<file path="src/common/quad_counter_defs.vh">
// Constants for the incremental encoder counter.
`ifndef QUAD_COUNTER_DEFS_VH
`define QUAD_COUNTER_DEFS_VH
`define COUNT_WIDTH 32
`define COUNT_RESET 32'h0000_0000
`define FILTER_LONG_CYCLES 4'hf
`define FILTER_SHORT_CYCLES 4'h3
`define FILTER_CNT_WIDTH 4
`define SAMPLE_RATE_33_MHZ 8'h21
`define SAMPLE_RATE_50_MHZ 8'h32
`define CLOCK_RATE_MHZ 9'h0fa
`define STYLE_QUADRATURE 1'b0
`define STYLE_UP_DOWN 1'b1
`endif

</file>
<file path="src/rtl/quadrature_encoder_counter.v">
// Incremental encoder counter with index zeroing and raw tally.
`timescale 1ns/1ps
`default_nettype none
`include "quad_counter_defs.vh"
module quadrature_encoder_counter
#(
    parameter HAS_MARKER_GATE = 1,
    parameter SAMPLE_MHZ = `SAMPLE_RATE_33_MHZ
)
(
    // Clock and reset.
    input wire clock,
    input wire reset_n,
    // Encoder inputs.
    input wire phase_a,
    input wire phase_b,
    input wire zero_marker,
    input wire marker_gate,
    // Configuration.
    input wire count_style_select,
    input wire long_filter_select,
    input wire marker_edge_select,
    input wire marker_gating_on,
    input wire gate_level_select,
    // Host control.
    input wire count_reset,
    input wire arm_set,
    // Status.
    output reg arm_zero_on_marker,
    output reg [`COUNT_WIDTH-1:0] count,
    output reg [`COUNT_WIDTH-1:0] total_unadjusted_tally,
    output reg marker_level
);
    // Divide the 250 MHz clock to the sample rate by a phase accumulator.
    // The enable jitters by one clock; the long-run rate stays exact.
    localparam [7:0] RATE_STEP = SAMPLE_MHZ;
    localparam [8:0] RATE_MOD = `CLOCK_RATE_MHZ;
    reg [8:0] rate_acc;
    reg sample_enable;
    reg [8:0] next_rate_acc;
    reg next_sample_enable;
    wire [8:0] rate_sum;
    assign rate_sum = rate_acc + {1'b0, RATE_STEP};
    always @*
    begin
        next_rate_acc = rate_sum;
        next_sample_enable = 1'b0;
        if (rate_sum >= RATE_MOD)
        begin
            next_rate_acc = rate_sum - RATE_MOD;
            next_sample_enable = 1'b1;
        end
    end
    always @(posedge clock or negedge reset_n)
    begin
        if (!reset_n)
        begin
            rate_acc <= 9'h000;
            sample_enable <= 1'b0;
        end
        else
        begin
            rate_acc <= next_rate_acc;
            sample_enable <= next_sample_enable;
        end
    end

    // Filter the four inputs; the gate input is tied off when not built.
    wire [3:0] raw_inputs;
    wire [3:0] clean;
    wire gate_in;
    assign gate_in = (HAS_MARKER_GATE != 0) ? marker_gate : 1'b0;
    assign raw_inputs = {gate_in, zero_marker, phase_b, phase_a};
    genvar i;
    generate
        for (i = 0; i < 4; i = i + 1)
        begin : filters
            glitch_filter filter_unit
            (
                .clock(clock),
                .reset_n(reset_n),
                .sample_enable(sample_enable),
                .long_filter(long_filter_select),
                .raw_in(raw_inputs[i]),
                .filtered(clean[i])
            );
        end
    endgenerate

    reg [3:0] previous;
    always @(posedge clock or negedge reset_n)
    begin
        if (!reset_n)
        begin
            previous <= 4'h0;
        end
        else
        begin
            previous <= clean;
        end
    end

    // Step codes: a two-bit signed -1, 0 or +1.
    localparam [1:0] STEP_NONE = 2'b00;
    localparam [1:0] STEP_UP = 2'b01;
    localparam [1:0] STEP_DOWN = 2'b11;

    // Quadrature step decode from previous and present A/B states.
    function [1:0] quad_step;
        input [1:0] old_ab;
        input [1:0] new_ab;
        reg [3:0] pair;
        begin
            pair = {old_ab, new_ab};
            case (pair)
                4'b0001: quad_step = STEP_UP;
                4'b0111: quad_step = STEP_UP;
                4'b1110: quad_step = STEP_UP;
                4'b1000: quad_step = STEP_UP;
                4'b0010: quad_step = STEP_DOWN;
                4'b1011: quad_step = STEP_DOWN;
                4'b1101: quad_step = STEP_DOWN;
                4'b0100: quad_step = STEP_DOWN;
                // Both phases moved at once: direction unknown, so no count.
                default: quad_step = STEP_NONE;
            endcase
        end
    endfunction

    // Edge of a filtered input against its value one clock earlier.
    function edge_seen;
        input old_level;
        input new_level;
        input rising;
        begin
            if (rising)
            begin
                edge_seen = new_level && !old_level;
            end
            else
            begin
                edge_seen = old_level && !new_level;
            end
        end
    endfunction

    reg [1:0] step;
    always @*
    begin
        step = STEP_NONE;
        case (count_style_select)
            `STYLE_QUADRATURE:
            begin
                step = quad_step({previous[1], previous[0]},
                                 {clean[1], clean[0]});
            end
            `STYLE_UP_DOWN:
            begin
                if (edge_seen(previous[0], clean[0], 1'b1))
                begin
                    if (clean[1])
                    begin
                        step = STEP_UP;
                    end
                    else
                    begin
                        step = STEP_DOWN;
                    end
                end
            end
            default:
            begin
                step = STEP_NONE;
            end
        endcase
    end

    reg [`COUNT_WIDTH-1:0] step_ext;
    always @*
    begin
        case (step)
            STEP_UP:
            begin
                step_ext = 32'h0000_0001;
            end
            STEP_DOWN:
            begin
                step_ext = 32'hffff_ffff;
            end
            default:
            begin
                step_ext = `COUNT_RESET;
            end
        endcase
    end

    // Marker event from the filtered marker and gate inputs.
    wire marker_edge;
    reg gate_ok;
    wire marker_event;
    wire marker_zeroing;
    assign marker_edge = edge_seen(previous[2], clean[2], marker_edge_select);
    always @*
    begin
        gate_ok = 1'b1;
        if (marker_gating_on && (HAS_MARKER_GATE != 0))
        begin
            gate_ok = (clean[3] != gate_level_select);
        end
    end
    assign marker_event = marker_edge && gate_ok;
    assign marker_zeroing = arm_zero_on_marker && marker_event;

    // The arm bit is host set and device cleared; a host set in the
    // zeroing cycle loses, since the event it waits for already passed.
    reg next_arm;
    always @*
    begin
        next_arm = arm_zero_on_marker;
        if (marker_zeroing)
        begin
            next_arm = 1'b0;
        end
        else if (arm_set)
        begin
            next_arm = 1'b1;
        end
    end

    // The reset input wins over marker zeroing and over any step.
    reg [`COUNT_WIDTH-1:0] next_count;
    reg [`COUNT_WIDTH-1:0] next_tally;
    always @*
    begin
        next_tally = total_unadjusted_tally + step_ext;
        next_count = count + step_ext;
        if (count_reset)
        begin
            next_count = `COUNT_RESET;
        end
        else if (marker_zeroing)
        begin
            next_count = `COUNT_RESET;
        end
    end

    always @(posedge clock or negedge reset_n)
    begin
        if (!reset_n)
        begin
            arm_zero_on_marker <= 1'b0;
        end
        else
        begin
            arm_zero_on_marker <= next_arm;
        end
    end

    always @(posedge clock or negedge reset_n)
    begin
        if (!reset_n)
        begin
            count <= `COUNT_RESET;
            total_unadjusted_tally <= `COUNT_RESET;
            marker_level <= 1'b0;
        end
        else
        begin
            marker_level <= clean[2];
            total_unadjusted_tally <= next_tally;
            count <= next_count;
        end
    end
endmodule
`default_nettype wire

</file>
<file path="src/rtl/glitch_filter.v">
// Stability filter for one encoder input.
`timescale 1ns/1ps
`default_nettype none
`include "quad_counter_defs.vh"
module glitch_filter
(
    // Clock and reset.
    input wire clock,
    input wire reset_n,
    // Control.
    input wire sample_enable,
    input wire long_filter,
    // Data.
    input wire raw_in,
    output reg filtered
);
    reg [`FILTER_CNT_WIDTH-1:0] stable_count;
    wire [`FILTER_CNT_WIDTH-1:0] limit;
    assign limit = long_filter ? `FILTER_LONG_CYCLES : `FILTER_SHORT_CYCLES;
    always @(posedge clock or negedge reset_n)
    begin
        if (!reset_n)
        begin
            stable_count <= 4'h0;
            filtered <= 1'b0;
        end
        else if (sample_enable)
        begin
            if (raw_in == filtered)
            begin
                stable_count <= 4'h0;
            end
            // A change must hold for the full count to be accepted.
            else if (stable_count + 4'h1 >= limit)
            begin
                stable_count <= 4'h0;
                filtered <= raw_in;
            end
            else
            begin
                stable_count <= stable_count + 4'h1;
            end
        end
    end
endmodule
`default_nettype wire

</file>
<file path="config.mk">
export PLATFORM = sky130hd
export DESIGN_NAME = quadrature_encoder_counter
export DESIGN_NICKNAME = d
export VERILOG_FILES = /design/src/rtl/quadrature_encoder_counter.v /design/src/rtl/glitch_filter.v
export VERILOG_INCLUDE_DIRS = /design/src /design/src/common
export SDC_FILE = /design/constraint.sdc
export NUM_CORES = 1
export LEC_CHECK = 0
export ABC_AREA = 1
export BUFFER_PORTS_ARGS = -buffer_cell sky130_fd_sc_hd__clkbuf_2
export CAP_MARGIN = 20
export CORE_MARGIN = 2
export CORE_UTILIZATION = 50
export DETAILED_ROUTE_END_ITERATION = 16
export GPL_TIMING_DRIVEN = 0
export PLACE_DENSITY = 0.72
export SYNTH_ARGS = -nofsm -noshare
export SYNTH_HDL_FRONTEND = slang
export SYNTH_SLANG_ARGS = --single-unit
</file>
<file path="constraint.sdc">
create_clock -name clock -period 2.75 [get_ports clock]
set_input_delay 0 -clock clock [delete_from_list [all_inputs] [get_ports clock]]
set_output_delay 0 -clock clock [all_outputs]
set_load 0.05 [all_outputs]
</file>
======== After elaboration in Yosys (flattened, before gate mapping) ========
Memory sizes are Yosys's and may differ from the RTL's.
Index checks and enable logic that the tools add are counted.
operators by class
  add/sub/neg operators ................... 8
  magnitude comparators ................... 5
  eq/ne operators ......................... 7
  multiplexer cells ....................... 22
  bitwise gates (word level) .............. 5
  reductions and logical operators ........ 13
operator list
  operator               count
  $add A32 B32 Y32       2
  $mux W32               2
  $pmux W32 S2           1
  $mux W4                9
  $add A4 B1 Y4 const B  4
  $ge A4 B4 Y1           4
  $reduce_and A3 Y1      4
  $add A9 B6 Y9 const B  1
  $ge A9 B8 Y1 const B   1
  $mux W9                1
  $sub A9 B8 Y9 const B  1
  $mux W1                6
  $logic_and A1 B1 Y1    5
  $not A1 Y1             5
  $eq A1 B1 Y1           4
  $mux W2                2
  $pmux W2 S2            1
  $logic_not A1 Y1       3
  $eq A2 B1 Y1 const B   1
  $eq A2 B2 Y1 const B   1
  $reduce_bool A2 Y1     1
  $ne A1 B1 Y1           1
storage, ports and cells
  register bits ........................... 99
  bits in read-only memories .............. 32
  input port bits ......................... 13
  output and inout port bits .............. 66
  logic and storage cells ................. 76
  memories kept ........................... 1
memories
  name              depth  bits a word  rd ports  clocked after Yosys merged registers in  write ports  line                              RTL
  (name not given)  16     2            1         0                                        0            quadrature_encoder_counter.v:115  case (pair)

======== Logic depth before layout (Yosys ltp) ========
  depth after elaboration ................. 10
  gate-level depth with buffers ........... 24
  depth with buffers taken out ............ 22

======== Cells and area by module ========
Synthesis repeated with hierarchy kept, for this count alone.
unflattened totals
  cell total of the unflattened synthesis .. 1241
  area, all modules ....................... 8242.9 sq um
modules (own cells, without submodules)
  module                      instances  cells an instance  area each (sq um)  seq. area each (sq um)
  quadrature_encoder_counter  1          1069               6941.7             1951.9
  glitch_filter               4          43                 325.3              125.1

======== Worst setup path before layout ========
No wires, ideal clock.
  kind .................................... flip-flop to flip-flop
  from .................................... reg filters[0].filter_unit.filtered
  to ...................................... reg total_unadjusted_tally[27]
  library setup time ...................... 0.117 ns
  arrival time ............................ 2.819 ns
  data required time ...................... 2.633 ns
  slack ................................... -0.185 ns
  stages on the path, launching flop included .. 22
  buffers on the path ..................... 3
  period minus slack after synthesis ...... 2.935 ns
  cells stage by stage .................... dfrtp_1 > inv_1 > ha_1 > inv_1 > nand2_1 > nand3_1 > nand3_1 > nand2_2 > nand2_4 > inv_4 > buf_6 > buf_2 > buf_4 > ha_1 > inv_1 > nor2_2 > nand2_1 > nor2_1 > nand2_1 > o21bai_1 > nand3_1 > nand2_1
on the way
  word-level cells in the longest chain between the ends .. 7
  elaborated cells between the ends (all ways) .. 9
  classes of those cells .................. add/sub: 1; eq/ne: 2; mux: 4; reduce/logical: 1; memory: 1
ends and longest elaborated chain
  element                                                 line                              RTL
  start: declaration                                      glitch_filter.v:15                output reg filtered
  start signal: assignment                                glitch_filter.v:37                filtered <= raw_in;
  branches (longest 3 deep; another with $mem_v2 Z16 W2)  n/a
  $pmux W2 S2 *                                           quadrature_encoder_counter.v:151  case (count_style_select)
  $eq A2 B2 Y1 / $eq A2 B1 Y1 (equally long branches)     quadrature_encoder_counter.v:181  case (step)
  $pmux W32 S2 *                                          quadrature_encoder_counter.v:181
  $add A32 B32 Y32 *                                      quadrature_encoder_counter.v:235  next_tally = total_unadjusted_tally + step_ext;
  via next_tally[27]                                      quadrature_encoder_counter.v:232  reg [`COUNT_WIDTH-1:0] next_tally;
  end signal: assignment                                  quadrature_encoder_counter.v:264  total_unadjusted_tally <= `COUNT_RESET;
  end signal: assignment                                  quadrature_encoder_counter.v:270  total_unadjusted_tally <= next_tally;
  end: declaration                                        quadrature_encoder_counter.v:31   output reg [`COUNT_WIDTH-1:0] total_unadjusted_tally,
Mark *: on every way through the listed nets, which the timed path passes. The select of a mux whose other input is x is not followed.
A chain may end at the register's enable or synchronous reset.

======== Worst setup path in the final report ========
  from .................................... reg filters[0].filter_unit.filtered
  to ...................................... reg total_unadjusted_tally[25]
The elaborated chain is that of the path after synthesis.

==> impl_metrics.csv <==
group,metric,value,unit
pwr,p_total,0.0121,W
route,detail_route.wirelength.met1,10.9,mm
timing,final_report_hold_violation_count,0,
yosys,number_of_storage_elements_in_the_synthesis_netlist,98,
pwr,leakagePower,5.55,nW
min_path,holdCritPathClass,"in -> reg",
yosys,syn-mean-instance-area,6.76,um2
yosys,synth-simple-area-share,33.1,%
clock_network,cts-htree-levels,3,
critical_path,crit_path_top_delay_cell,"sky130_fd_sc_hd__dfrtp_2",
final_layout,area_delta_synth_final,40.4,%
yosys,synth.top_cells.by_area,"sky130_fd_sc_hd__dfrtp_1 30%, sky130_fd_sc_hd__nand2_1 17%, sky130_fd_sc_hd__inv_1 7.2%, sky130_fd_sc_hd__nor2_1 6.0%, sky130_fd_sc_hd__nand3_1 5.1%",
final_layout,layout.core_utilization,71.6,%
timing,fin_worst_hold_slack,0.0323,ns
yosys,synth-warning-count,0,
critical_path,criticalPathCategory,"reg -> reg",
route,met3_wirelength,2.11,mm
critical_path,critical_path.max_stage_delay,0.45,ns
pwr,p_sw_share,56.1,%
yosys,synth_seq_area_share,30.4,%
critical_path,critPathBufInv,4,
timing,clock.fmax,346,MHz
floorplanning,die_h,131,um
grt,grt_resource_usage_total,28.6,%
pwr,pwr_density_cell,1070,nW/um2
critical_path,crit_top_cell,"sky130_fd_sc_hd__nand2_1",
yosys,postSynthNetCount,1238,
route,dr_total_vias,9115,
route,wl_met2,13.2,mm
final_layout,layout.cells.most_common,"sky130_fd_sc_hd__nand2_1",
route,antenna_left,0,
final_layout,mostFrequentLayoutCells,"243 x sky130_fd_sc_hd__nand2_1, 133 x sky130_fd_sc_hd__inv_1, 98 x sky130_fd_sc_hd__nand2_2, 97 x sky130_fd_sc_hd__dfrtp_1, 77 x sky130_fd_sc_hd__clkbuf_2",
placement,final_wtd_congestion,0.928,
pwr,power_frac_comb,66.8,%
floorplanning,fp.dieW,131,um
critical_path,start_kind,"flop",
floorplanning,fp.dieArea,17200,um2
floorplanning,core,15800,um2
route,drt_wl_total,27.5,mm
grt,overflow,0,
route,first_pass_iters,8,
clock_network,clk-insertion-delay-late,0.36,ns
timing,tightestPinTransition,0.927,ns
floorplanning,site_row_count,46,
yosys,cells_after_synth,1193,
route,top_layer_used,"met4",
flow_run,max_cap_viol_count,0,
route,detail_route.drc_violations,0,
floorplanning,start_util,51.0,%
critical_path,worst-path-max-fanout,9,
timing,finalSetupViolCount,18,
timing,finalCriticalPeriod,2.89,ns
clock_network,clkSlewWorstSetupHoldPaths,0.08,ns
critical_path,endpoint_kind,"flop",
final_layout,final_layout_size_suffix_gt1_share,36.4,%
yosys,post_synth_instance_area,8070,um2
pwr,power_frac_clock,10.7,%
route,detail_route.vias_per_cell,5.78,
timing,final_min_period_over_clock_period,105,%
placement,io_buffer_count,78,
timing,timing.final.max_slew_violations,0,
grt,grt_antenna_before_repair,0,
yosys,synth_top_family_by_area,"simple AND/OR/NAND/NOR gates",
route,avgRoutedWirePerCell,17.4,um
run_status,outcome,"finished with violations",
critical_path,worstPathCellList,"buf_6, ha_1, nand2_1, nand3_1, nand3_1, nand2_2, nand2_8, inv_8, buf_8, buf_4, nand2_1, nand2_2, nor2_4, nand4_1, nor3_1, nand2_1, nand3b_1, nand2_1",
grt,grt_pass1_vias,7868,
clock_network,numCtsBuffers,9,
final_layout,finish.net_count,1402,
clock_network,ctsRootBufferMaster,"sky130_fd_sc_hd__clkbuf_16",
yosys,async_flop_share,100,%
final_layout,n_antenna_cell,0,
yosys,post_synth_num_cell_types,49,
final_layout,finished_cell_area,11300,um2
pwr,share_seq_of_total_power,22.5,%
timing,fin_worst_skew,0.00726,ns
yosys,synth-compound-area-share,13.9,%
clock_network,clock_tree_buffer_depth,2,
timing,final.setup.tns,-0.709,ns
yosys,netlist.top_cell.by_area,"sky130_fd_sc_hd__dfrtp_1",
grt,maximum_number_of_pins_on_one_net_before_global_route_repair,99,
pwr,power.ir.vdd_worst,1.00,mV
yosys,synth-xor-area-share,7.60,%
critical_path,cp.required,2.99,ns
yosys,area_share_of_the_largest_cell_type_after_synthesis,30.4,%
pwr,cell_internal_pwr,0.00531,W
critical_path,largest_delay_contributor_family_on_the_critical_path,"simple AND/OR/NAND/NOR gates",
run_status,failing_checks,"setup timing",
placement,dpl-instance-area,8780,um2
clock_network,numClockSinks,98,
floorplanning,pin_count,79,
timing,rsz0062_at_grt,"yes",
grt,global_route_wire_length_before_repair,38.7,mm
yosys,synth_top_flop_cell,"sky130_fd_sc_hd__dfrtp_1",
yosys,synthAdderAreaFrac,4.96,%
critical_path,timing.critical_path.arrival,3.13,ns
clock_network,tritoncts_clock_tree,"yes",
timing,post-route-worst-setup-slack,-0.137,ns
placement,dp_hpwl,16.8,mm
pwr,netSwitchingPower,0.00677,W
yosys,synth_edf_count,0,
yosys,synth_mux_area_share,0.248,%
route,dr.first_iter.drc_count,1097,
timing,relative_slew_margins,37.4,%
[metal layers]
| metal | vias up | GRT usage [%] |
|---|---|---|
| met5 | - | 0 |
| met3 | 129 | 2.61 |
| met4 | 0 | 11.5 |
| met1 | 4264 | 39.1 |
| li1 | 4215 | - |
| met2 | 507 | 46.8 |
[metrics by stage]
| stage | cells | setup WS (ns) |
|---|---|---|
| floorplan | 1193 | -0.0160 |
| global placement | 1487 | -0.534 |
| detailed placement | 1487 | -0.534 |
| CTS | 1538 | -0.111 |
| global route | 1578 | -0.213 |
| finish | 1578 | -0.137 |
[flip-flops by register name, indices dropped and copies added, names as in the netlist]
name                              cells
arm_zero_on_marker                    1
count                                32
filters.filter_unit.filtered          4
filters.filter_unit.stable_count     16
marker_level                          1
previous                              2
rate_acc                              9
sample_enable                         1
total_unadjusted_tally               32
[power by group through the flow]
stage / sequential, W / combinational (W) / clock [W]
after global placement: 0.00262 / 0.00548 / 0
after global routing: 0.00278 / 0.00855 / 0.00135
after floorplan: 0.00371 / 0.00304 / 0
final: 0.00272 / 0.00807 / 0.00129
after detailed placement: 0.00263 / 0.00555 / 0
after CTS: 0.00261 / 0.00616 / 0.00129
[what timing repair did]
action	CTS	global route
endpoints found under the setup margin	42	49
hold endpoints to repair	105	0
cloned	0	3
gates resized for setup	122	312
setup buffers	28	38
pin swaps	40	125
hold buffers	7	0
[worst reg2reg max path, delay by kind of cell, from the launching register on]
kind | cells | cell delay, ns
fa+ha+maj | 1 | 0.18
buf+inv | 4 | 0.46
flops | 1 | 0.45
simple gates | 13 | 1.66
[kinds of logic (layout without fill, tap and decap cells)]
logic type                 Yosys count  count (layout)
muxes                                2               2
xor gates and xnor gates            64              64
and+or+nand+nor                    636             636
adders and majority gates           32              32
buffers and inverters              186             355
DFF                                 98              98
AOI/OAI and AO/OA                  175             175
[worst paths after layout]
kind / start / end / slack, ns / depth (start not counted)
max in group asynchronous: reset_n / filters[0].filter_unit.filtered / 1.89 / 2
min in group asynchronous: reset_n / count[4] / 0.30 / 2
setup reg to reg: filters[0].filter_unit.filtered / total_unadjusted_tally[25] / -0.14 / 18
hold reg to reg: filters[2].filter_unit.filtered / marker_level / 0.49 / 0
setup / recovery: filters[0].filter_unit.filtered / total_unadjusted_tally[25] / -0.14 / 18
hold / removal: marker_gating_on / arm_zero_on_marker / 0.03 / 5
[cells in the mapped netlist (4+ instances only)]
library cell	n
sky130_fd_sc_hd__a21o_1	5
sky130_fd_sc_hd__a21oi_1	56
sky130_fd_sc_hd__a32o_1	4
sky130_fd_sc_hd__buf_2	10
sky130_fd_sc_hd__buf_6	6
sky130_fd_sc_hd__clkbuf_1	8
sky130_fd_sc_hd__dfrtp_1	98
sky130_fd_sc_hd__ha_1	32
sky130_fd_sc_hd__inv_1	155
sky130_fd_sc_hd__nand2_1	365
sky130_fd_sc_hd__nand2_2	9
sky130_fd_sc_hd__nand3_1	83
sky130_fd_sc_hd__nand3b_1	13
sky130_fd_sc_hd__nand4_1	7
sky130_fd_sc_hd__nor2_1	130
sky130_fd_sc_hd__nor2_2	7
sky130_fd_sc_hd__nor3_1	9
sky130_fd_sc_hd__o21ai_0	43
sky130_fd_sc_hd__o21ai_1	7
sky130_fd_sc_hd__o21bai_1	4
sky130_fd_sc_hd__o41ai_1	44
sky130_fd_sc_hd__xnor2_1	30
sky130_fd_sc_hd__xor2_1	30
[area by class of cell]
class                   instances  area [um2]
clock inverters                 6        47.5
inverters                     157         609
well taps                     216         270
fillers                      1145        4500
repair buffers                154        1120
clock buffers                  10         239
flip-flops and latches         98        2450
plain buffers                  28         280
multi-input cells             909        6300
(Power assumes the default switching activity.)
